[config.mk]
export PLATFORM = sky130hd
export DESIGN_NAME = ptpc_top
export DESIGN_NICKNAME = d
export VERILOG_FILES = /design/src/rtl/ptpc_pkg.sv /design/src/rtl/ptpc_ptr_if.sv /design/src/rtl/ptpc_top.sv /design/src/rtl/ptpc_ptr.sv
export VERILOG_INCLUDE_DIRS = /design/src /design/src/rtl
export SDC_FILE = /design/constraint.sdc
export NUM_CORES = 1
export LEC_CHECK = 0
export BUFFER_PORTS_ARGS = -buffer_cell sky130_fd_sc_hd__buf_2
export CAP_MARGIN = 20
export CORE_UTILIZATION = 55
export DETAILED_ROUTE_END_ITERATION = 10
export PLACE_DENSITY = 0.84
export SLEW_MARGIN = 15
export SYNTH_ARGS = -nofsm -noshare
export SYNTH_HDL_FRONTEND = slang
export SYNTH_SLANG_ARGS = --single-unit
[constraint.sdc]
create_clock -name mclk_in -period 4.4 [get_ports mclk_in]
set_input_delay 0.44 -clock mclk_in [delete_from_list [all_inputs] [get_ports mclk_in]]
set_output_delay 0.44 -clock mclk_in [all_outputs]
set_load 0.01 [all_outputs]
[src/rtl/ptpc_consts.svh]
`ifndef PTPC_CONSTS_SVH
`define PTPC_CONSTS_SVH
`define PTPC_ADDR_CTRL 4'h0
`define PTPC_ADDR_LAT 4'h1
`define PTPC_ADDR_STAT 4'h2
`define PTPC_ADDR_MASK 4'h3
`define PTPC_ADDR_PTR 4'h4
`define PTPC_ADDR_LIMIT 4'h5
`define PTPC_CTRL_RESET 8'h00
`define PTPC_LAT_RESET 4'h3
`define PTPC_LAT_READY 4'h3
`define PTPC_LIMIT_RESET 10'h3FF
`define PTPC_FIRST_PHASE_CLKS 5'h10
`define PTPC_BIT_NONDET 0
`define PTPC_BIT_WAITST 1
`define PTPC_BIT_BURST 2
`define PTPC_BIT_SPLIT 3
`define PTPC_BIT_MULTI 4
`define PTPC_BIT_ABTEN 5
`define PTPC_EV_ABORT 0
`define PTPC_EV_RETRY 1
`define PTPC_EV_LATE 2
`define PTPC_EV_DONE 3
`endif

[src/rtl/ptpc_pkg.sv]
package ptpc_pkg;
  typedef enum logic [1:0] {
    PTPC_WAIT = 2'b00,
    PTPC_NORMAL = 2'b01,
    PTPC_RETRY = 2'b10,
    PTPC_DISC = 2'b11
  } ptpc_mode_t;
  typedef enum logic [1:0] {
    PTPC_IDLE = 2'b00,
    PTPC_ADDR = 2'b01,
    PTPC_DATA = 2'b10
  } ptpc_state_t;
endpackage

[src/rtl/ptpc_ptr_if.sv]
interface ptpc_ptr_if;
  logic load;
  logic inc;
  logic [9:0] start;
  logic [9:0] limit;
  logic [9:0] ptr;
  logic over;
  modport owner (output load, output inc, output start, output limit, input ptr, input over);
  modport counter (input load, input inc, input start, input limit, output ptr, output over);
endinterface

[src/rtl/ptpc_top.sv]
`include "ptpc_consts.svh"
module ptpc_top (
  // clock and reset
  input wire logic mclk_in,
  input wire logic reset_in,
  // software register port
  input wire logic [3:0] reg_addr_in,
  input wire logic [31:0] reg_wdata_in,
  input wire logic reg_wr_in,
  input wire logic reg_rd_in,
  output logic [31:0] reg_rdata_out,
  output logic irq_out,
  // core user side
  input wire logic addr_vld_in,
  input wire logic [31:0] addr_in,
  input wire logic [1:0] base_hit_in,
  input wire logic s_data_in,
  input wire logic s_data_vld_in,
  input wire logic s_src_en_in,
  input wire logic bar_rd_in,
  input wire logic bar_wr_in,
  // peripheral side
  input wire logic periph_busy_in,
  input wire logic peripheral_select_in,
  input wire logic fatal_in,
  // controls to core
  output logic s_term_out,
  output logic s_ready_out,
  output logic s_abort_out,
  output logic [9:0] local_ptr_out
);
  ptpc_pkg::ptpc_state_t st_r, st_nxt;
  logic [7:0] ctrl_r, ctrl_nxt;
  logic [3:0] lat_r, lat_nxt;
  logic [9:0] limit_r, limit_nxt;
  logic [3:0] stat_r, stat_nxt;
  logic [3:0] mask_r, mask_nxt;
  logic [31:0] rdata_r, rdata_nxt;
  logic [3:0] timer_r, timer_nxt;
  logic retry_r, retry_nxt;
  logic inuse_r, inuse_nxt;
  logic abort_r, abort_nxt;
  logic term_r, term_nxt;
  logic ready_r, ready_nxt;
  logic [4:0] age_r, age_nxt;
  logic latency_done;
  logic hit;
  logic sel_periph;
  logic p_term, p_ready;
  logic c_term, c_ready;
  logic [3:0] events;
  ptpc_ptr_if pif ();

  ptpc_ptr u_ptr (
    .mclk_in(mclk_in),
    .reset_in(reset_in),
    .p(pif)
  );

  assign hit = |base_hit_in;
  assign latency_done = (timer_r <= `PTPC_LAT_READY);
  assign pif.load = addr_vld_in;
  assign pif.start = addr_in[11:2];
  assign pif.limit = limit_r;
  // advance on data taken for writes, on source enable for reads
  assign pif.inc = (bar_wr_in & s_data_vld_in) | (bar_rd_in & s_src_en_in);

  // in-use flag stretches the one-cycle bar zero hit over the transaction
  always_comb begin
    inuse_nxt = inuse_r;
    if (base_hit_in[0]) begin
      inuse_nxt = 1'b1;
    end else if (!s_data_in) begin
      inuse_nxt = 1'b0;
    end
  end

  // region select: split decode or bar zero with its in-use flag
  always_comb begin
    if (ctrl_r[`PTPC_BIT_MULTI]) begin
      sel_periph = base_hit_in[0] | inuse_r;
    end else if (ctrl_r[`PTPC_BIT_SPLIT]) begin
      sel_periph = peripheral_select_in;
    end else begin
      sel_periph = 1'b1;
    end
  end

  // peripheral controls: retry when busy else burst or latency disconnect
  always_comb begin
    if (ctrl_r[`PTPC_BIT_NONDET]) begin
      p_term = periph_busy_in;
      p_ready = ~periph_busy_in;
    end else if (retry_r) begin
      p_term = 1'b1;
      p_ready = 1'b0;
    end else if (ctrl_r[`PTPC_BIT_BURST]) begin
      p_term = 1'b0;
      p_ready = latency_done;
    end else begin
      p_term = latency_done;
      p_ready = latency_done;
    end
  end

  // registers disconnect with data, except the wait state that WAITST forces on an address phase hit
  always_comb begin
    c_term = sel_periph ? p_term : 1'b1;
    c_ready = sel_periph ? p_ready : 1'b1;
  end

  // combinational path only in non-deterministic mode without the wait state
  always_comb begin
    if (ctrl_r[`PTPC_BIT_NONDET] && !ctrl_r[`PTPC_BIT_WAITST]) begin
      s_term_out = c_term;
      s_ready_out = c_ready;
    end else begin
      s_term_out = term_r;
      s_ready_out = ready_r;
    end
  end

  // transaction tracking, timer, retry capture, abort
  always_comb begin
    st_nxt = st_r;
    timer_nxt = timer_r;
    retry_nxt = retry_r;
    abort_nxt = abort_r;
    age_nxt = age_r;
    term_nxt = c_term;
    ready_nxt = c_ready;
    if (timer_r != 4'h0) begin
      timer_nxt = timer_r - 4'h1;
    end
    if (age_r != 5'h1F) begin
      age_nxt = age_r + 5'h01;
    end
    case (st_r)
      ptpc_pkg::PTPC_IDLE: begin
        abort_nxt = 1'b0;
        if (addr_vld_in) begin
          st_nxt = ptpc_pkg::PTPC_ADDR;
          timer_nxt = lat_r;
          retry_nxt = periph_busy_in;
          age_nxt = 5'h00;
        end
      end
      ptpc_pkg::PTPC_ADDR: begin
        if (s_data_in || hit) begin
          st_nxt = ptpc_pkg::PTPC_DATA;
        end else if (age_r > 5'h02) begin
          st_nxt = ptpc_pkg::PTPC_IDLE;
        end
        if (ctrl_r[`PTPC_BIT_WAITST] && hit) begin
          term_nxt = 1'b0;
          ready_nxt = 1'b0;
        end
      end
      ptpc_pkg::PTPC_DATA: begin
        if (ctrl_r[`PTPC_BIT_ABTEN] && (pif.over || fatal_in)) begin
          abort_nxt = 1'b1;
        end
        if (!s_data_in) begin
          st_nxt = ptpc_pkg::PTPC_IDLE;
        end
      end
      default: begin
        st_nxt = ptpc_pkg::PTPC_IDLE;
      end
    endcase
  end

  // software registers and sticky events; event set wins over read clear
  assign events[`PTPC_EV_ABORT] = abort_nxt & ~abort_r;
  assign events[`PTPC_EV_RETRY] = (st_r == ptpc_pkg::PTPC_ADDR) && hit && retry_r;
  assign events[`PTPC_EV_LATE] = (st_r != ptpc_pkg::PTPC_IDLE) && (age_r == `PTPC_FIRST_PHASE_CLKS)
    && !latency_done;
  assign events[`PTPC_EV_DONE] = (st_r == ptpc_pkg::PTPC_DATA) && !s_data_in;
  always_comb begin
    ctrl_nxt = ctrl_r;
    lat_nxt = lat_r;
    mask_nxt = mask_r;
    limit_nxt = limit_r;
    stat_nxt = stat_r;
    rdata_nxt = 32'h0000_0000;
    if (reg_wr_in) begin
      case (reg_addr_in)
        `PTPC_ADDR_CTRL: ctrl_nxt = reg_wdata_in[7:0];
        `PTPC_ADDR_LAT: lat_nxt = reg_wdata_in[3:0];
        `PTPC_ADDR_MASK: mask_nxt = reg_wdata_in[3:0];
        `PTPC_ADDR_LIMIT: limit_nxt = reg_wdata_in[9:0];
        default: begin
        end
      endcase
    end
    if (reg_rd_in) begin
      case (reg_addr_in)
        `PTPC_ADDR_CTRL: rdata_nxt = {24'h000000, ctrl_r};
        `PTPC_ADDR_LAT: rdata_nxt = {28'h0000000, lat_r};
        `PTPC_ADDR_STAT: begin
          rdata_nxt = {20'h00000, 2'b00, st_r, retry_r, abort_r, inuse_r, latency_done, stat_r};
          stat_nxt = 4'h0;
        end
        `PTPC_ADDR_MASK: rdata_nxt = {28'h0000000, mask_r};
        `PTPC_ADDR_PTR: rdata_nxt = {22'h000000, pif.ptr};
        `PTPC_ADDR_LIMIT: rdata_nxt = {22'h000000, limit_r};
        default: rdata_nxt = 32'h0000_0000;
      endcase
    end
    stat_nxt = stat_nxt | events;
  end

  always_ff @(posedge mclk_in or posedge reset_in) begin
    if (reset_in) begin
      st_r <= ptpc_pkg::PTPC_IDLE;
      ctrl_r <= `PTPC_CTRL_RESET;
      lat_r <= `PTPC_LAT_RESET;
      limit_r <= `PTPC_LIMIT_RESET;
      stat_r <= 4'h0;
      mask_r <= 4'h0;
      rdata_r <= 32'h0000_0000;
      timer_r <= 4'h0;
      retry_r <= 1'b0;
      inuse_r <= 1'b0;
      abort_r <= 1'b1;
      term_r <= 1'b0;
      ready_r <= 1'b1;
      age_r <= 5'h1F;
    end else begin
      st_r <= st_nxt;
      ctrl_r <= ctrl_nxt;
      lat_r <= lat_nxt;
      limit_r <= limit_nxt;
      stat_r <= stat_nxt;
      mask_r <= mask_nxt;
      rdata_r <= rdata_nxt;
      timer_r <= timer_nxt;
      retry_r <= retry_nxt;
      inuse_r <= inuse_nxt;
      abort_r <= abort_nxt;
      term_r <= term_nxt;
      ready_r <= ready_nxt;
      age_r <= age_nxt;
    end
  end

  assign reg_rdata_out = rdata_r;
  assign irq_out = |(stat_r & mask_r);
  assign s_abort_out = abort_r;
  assign local_ptr_out = pif.ptr;
endmodule

[src/rtl/ptpc_ptr.sv]
`include "ptpc_consts.svh"
module ptpc_ptr (
  input wire logic mclk_in,
  input wire logic reset_in,
  ptpc_ptr_if.counter p
);
  logic [9:0] ptr_r;
  logic [9:0] ptr_nxt;
  logic over_r;
  logic over_nxt;
  always_comb begin
    ptr_nxt = ptr_r;
    over_nxt = over_r;
    if (p.load) begin
      ptr_nxt = p.start;
      over_nxt = 1'b0;
    end else if (p.inc) begin
      // a step at the limit holds the pointer and sets over: the initiator burst beyond the block
      if (ptr_r >= p.limit) begin
        over_nxt = 1'b1;
      end else begin
        ptr_nxt = ptr_r + 10'h001;
      end
    end
  end
  always_ff @(posedge mclk_in or posedge reset_in) begin
    if (reset_in) begin
      ptr_r <= 10'h000;
      over_r <= 1'b0;
    end else begin
      ptr_r <= ptr_nxt;
      over_r <= over_nxt;
    end
  end
  assign p.ptr = ptr_r;
  assign p.over = over_r;
endmodule

==> key figures <==
Timing
  • Rel. slew slack: 0.376
  • Final hold vios: 0
  • F_max: 388 MHz
  • Setup Skew: 0.0104 ns
  • Least-Margin Pin Slew: 0.934 ns
  • Setup TNS: 0 ns
  • Unrepaired setup endpoints after global routing: no
  • Setup violators final: 0
  • Minimum clock period after layout: 2.58 ns
  • Final Cycle Share: 0.586
  • Final slew viol count: 0
  • Final WS setup: 1.82 ns

Cells and area
  • Multi-input logic area: 1920 sq um
  • P&R area growth vs syn: 14.0%
  • Layout net count: 539
  • Ant diodes: 0
  • Fin util: 0.646
  • FILL cells: 528
  • Register area: 1700 sq um
  • Design area: 4360 sq um
  • Most frequent cells in the layout: 62 x buf_2, 48 x dfrtp_1, 38 x nor2_1
  • Share of layout cells above drive strength 1: 0.301
  • Post-Layout Cell Count: 525
  • Commonest non-fill, non-tap cell in the layout: buf_2

Global route
  • M3 GR Usage: 0.0477
  • Total track usage: 0.258
  • Gr busiest metal: met2
  • Largest net degree at the start of global routing: 37
  • Met2 Use GR: 0.412
  • First-pass GRT wire length: 14400 microns
  • Initial antenna violation count: 0
  • Vias in the first global route: 2961
  • Remaining global-route overflow: 0
  • Met1 Use GR: 0.339

CTS
  • Postcts setup bufs: 0
  • # hold bufs at CTS: 0
  • H-tree levels: 3
  • Worst skew pair latency: 0.35 ns
  • Post_cts resized: 0
  • CTS Buffer Depth: 2
  • Total CTS buffers: 9
  • CTS root buffer: clkbuf_8
  • CTS tree: yes
  • Clk sink count: 67
  • Clk slew on worst S/H paths: 0.07 ns

Placed design
  • Post-place setup slack: 1.89 ns
  • Detailed-placement wirelength estimate: 6330 microns
  • DP Area: 4110 sq um
  • Routability cong.: 0.910
  • Placed Instances: 509
  • Port Buffers: 62

Worst setup path
  • Worst R2R Path Depth: 7
  • Type of the worst setup path: register to register
  • Arr. time, crit path: 2.81 ns
  • Critical Path Sink Type: register
  • Reg2reg end: u_ptr.p.ptr[8]
  • Reg-to-Reg Start: limit_r[5]
  • Crit path from: limit_r[5]
  • Critical path capture point: u_ptr.p.ptr[8]
  • CP Launch Type: register
  • Critical path required time: 4.64 ns
  • Reg2Reg Setup Slack: 1.82 ns
  • Worst-path fanout max: 15

Synth
  • Share of synthesized cell area in and, or, nand and nor gates: 0.146
  • Area leader, netlist: dfrtp_1
  • Yosys synthesis warning count: 0
  • Sequential fraction of the synthesis area: 0.445
  • Xor/xnor share of the synthesized area: 0.0114
  • Largest cells by area after synthesis: dfrtp_1 31%, dfstp_2 13%, mux2_2 8.5%
  • Syn avg cell area: 10.2 sq um
  • Fraction of registers with async set/reset: 1.00
  • Synthesized flop and latch total: 67
  • Post-synth EDFFs: 0
  • Synthesized cell area: 3820 sq um
  • Synth top area share: 0.314
  • Count of cell types in the netlist: 56
  • Cells after Synth: 376
  • Largest family of logic cells by synthesized area: compound AO/OA/AOI/OAI gates
  • Synth Area in Compound Gates: 0.152
  • Post-synthesis mux area share: 0.117
  • Adder-cell share of the synthesized area: 0.0523
  • Top_reg_cell synth: dfrtp_1

Drt
  • Final WL: 8790 microns
  • Vias: 3118
  • Post-DR vias/cell: 5.94
  • Remaining antenna violation count: 0
  • Post-route DRC: 0
  • Initial DRT Pass Iterations: 5
  • Avg WL per Cell: 16.7 microns
  • Iter 0 DRT Violations: 259

Pwr
  • Static leakage: 2.02 nW
  • Power density over the cells: 516 nW/um^2
  • Worst VDD drop: 239 uV

Die
  • Core Box Area: 6760 sq um
  • Initial Util: 0.566
  • Io pins: 129
  • Die area: 7290 sq um
  • FP Rows: 30
  • Die Y-Extent: 85.4 microns
  • DIE WIDTH: 85.4 microns

Status
  • Status: finished clean

Hold path
  • Class of the worst hold path: primary input to asynchronous set/reset pin

Job
  • Max-capacitance violation count: 0
==> per-layer routing <==
| metal | wire [microns] | vias to the layer above |
|---|---|---|
| met5 | 0 | - |
| met4 | 274 | 0 |
| met3 | 601 | 26 |
| met2 | 4120 | 157 |
| met1 | 3800 | 1481 |
| li1 | - | 1454 |
==> flip-flops by register name, summed over array words and instances, names as in the netlist, 2 cells and up <==
signal / count
stat_r: 4
ctrl_r: 8
mask_r: 4
lat_r: 4
limit_r: 10
st_r: 2
u_ptr.p.ptr: 10
timer_r: 4
reg_rdata_out: 10
age_r: 5
==> cells by family (layout without fill, tap and decap cells) <==
| kind of cell | after synthesis | after routing |
|---|---|---|
| simple gates | 115 | 115 |
| compound gates | 80 | 80 |
| flops | 67 | 67 |
| buf+inv | 52 | 100 |
| mux | 40 | 40 |
| fa+ha+maj | 16 | 16 |
| xor+xnor | 5 | 5 |
| other cells | 1 | 22 |
==> where the power goes <==
group | total, mW | switching, mW | internal [mW] | leakage, nW
registers | 0.969 | 0.163 | 0.806 | 0.786
logic | 0.641 | 0.354 | 0.287 | 1.11
clock network | 0.638 | 0.246 | 0.393 | 0.123
total | 2.25 | 0.762 | 1.49 | 2.02
==> worst max-delay path, stage by stage (launching register included) <==
cell	delay (ns)
dfstp_2	0.55
inv_1	0.05
ha_1	0.32
nand2_1	0.06
o21ai_0	0.25
nor2b_1	0.74
nor4_1	0.15
a311o_1	0.35
==> cells in the mapped netlist, types with 2 or more instances <==
cell type,count
and3_1,3
mux2i_1,10
buf_1,3
o21ai_0,6
buf_2,2
a22o_1,5
dfstp_2,19
nor3_1,4
dfrtp_1,48
ha_1,16
nand3_1,8
clkbuf_1,3
nand4b_1,3
or3_1,4
xor2_1,2
nand4_1,6
o211ai_1,2
buf_4,22
mux2_2,29
o41ai_1,3
o31ai_1,7
a21oi_1,22
nand2_1,29
nor2b_1,4
xnor2_1,3
nand2b_1,5
or4_1,4
a31oi_1,8
a22oi_1,10
nor2_1,38
inv_1,20
o22a_1,4
==> stage by stage <==
stage               hold slack (ns)  total power [mW]
floorplan                     0.434              1.41
global placement              0.475              1.56
detailed placement            0.488              1.60
CTS                           0.200              2.25
global route                  0.241              2.39
finish                        0.186              2.25
==> layout make-up <==
class | count | area share
clock buffer | 10 | 0.0316
clock inverter | 6 | 0.0255
inverter | 21 | 0.0181
multi-input combinational | 278 | 0.439
sequential | 67 | 0.390
tap | 80 | 0.0229
timing repair buffer | 63 | 0.0729
==> worst min-delay path by stage <==
stage / startpoint / to / slack [ns]
floorplan: ctrl_r[1] / ready_r / 0.43
global placement: ctrl_r[1] / ready_r / 0.48
detailed placement: ctrl_r[1] / ready_r / 0.49
CTS: reset_in / ctrl_r[5] / 0.20
global route: reset_in / ctrl_r[5] / 0.24
finish: reset_in / u_ptr.p.ptr[1] / 0.19
Note: power is estimated with default switching activity, not from simulation.
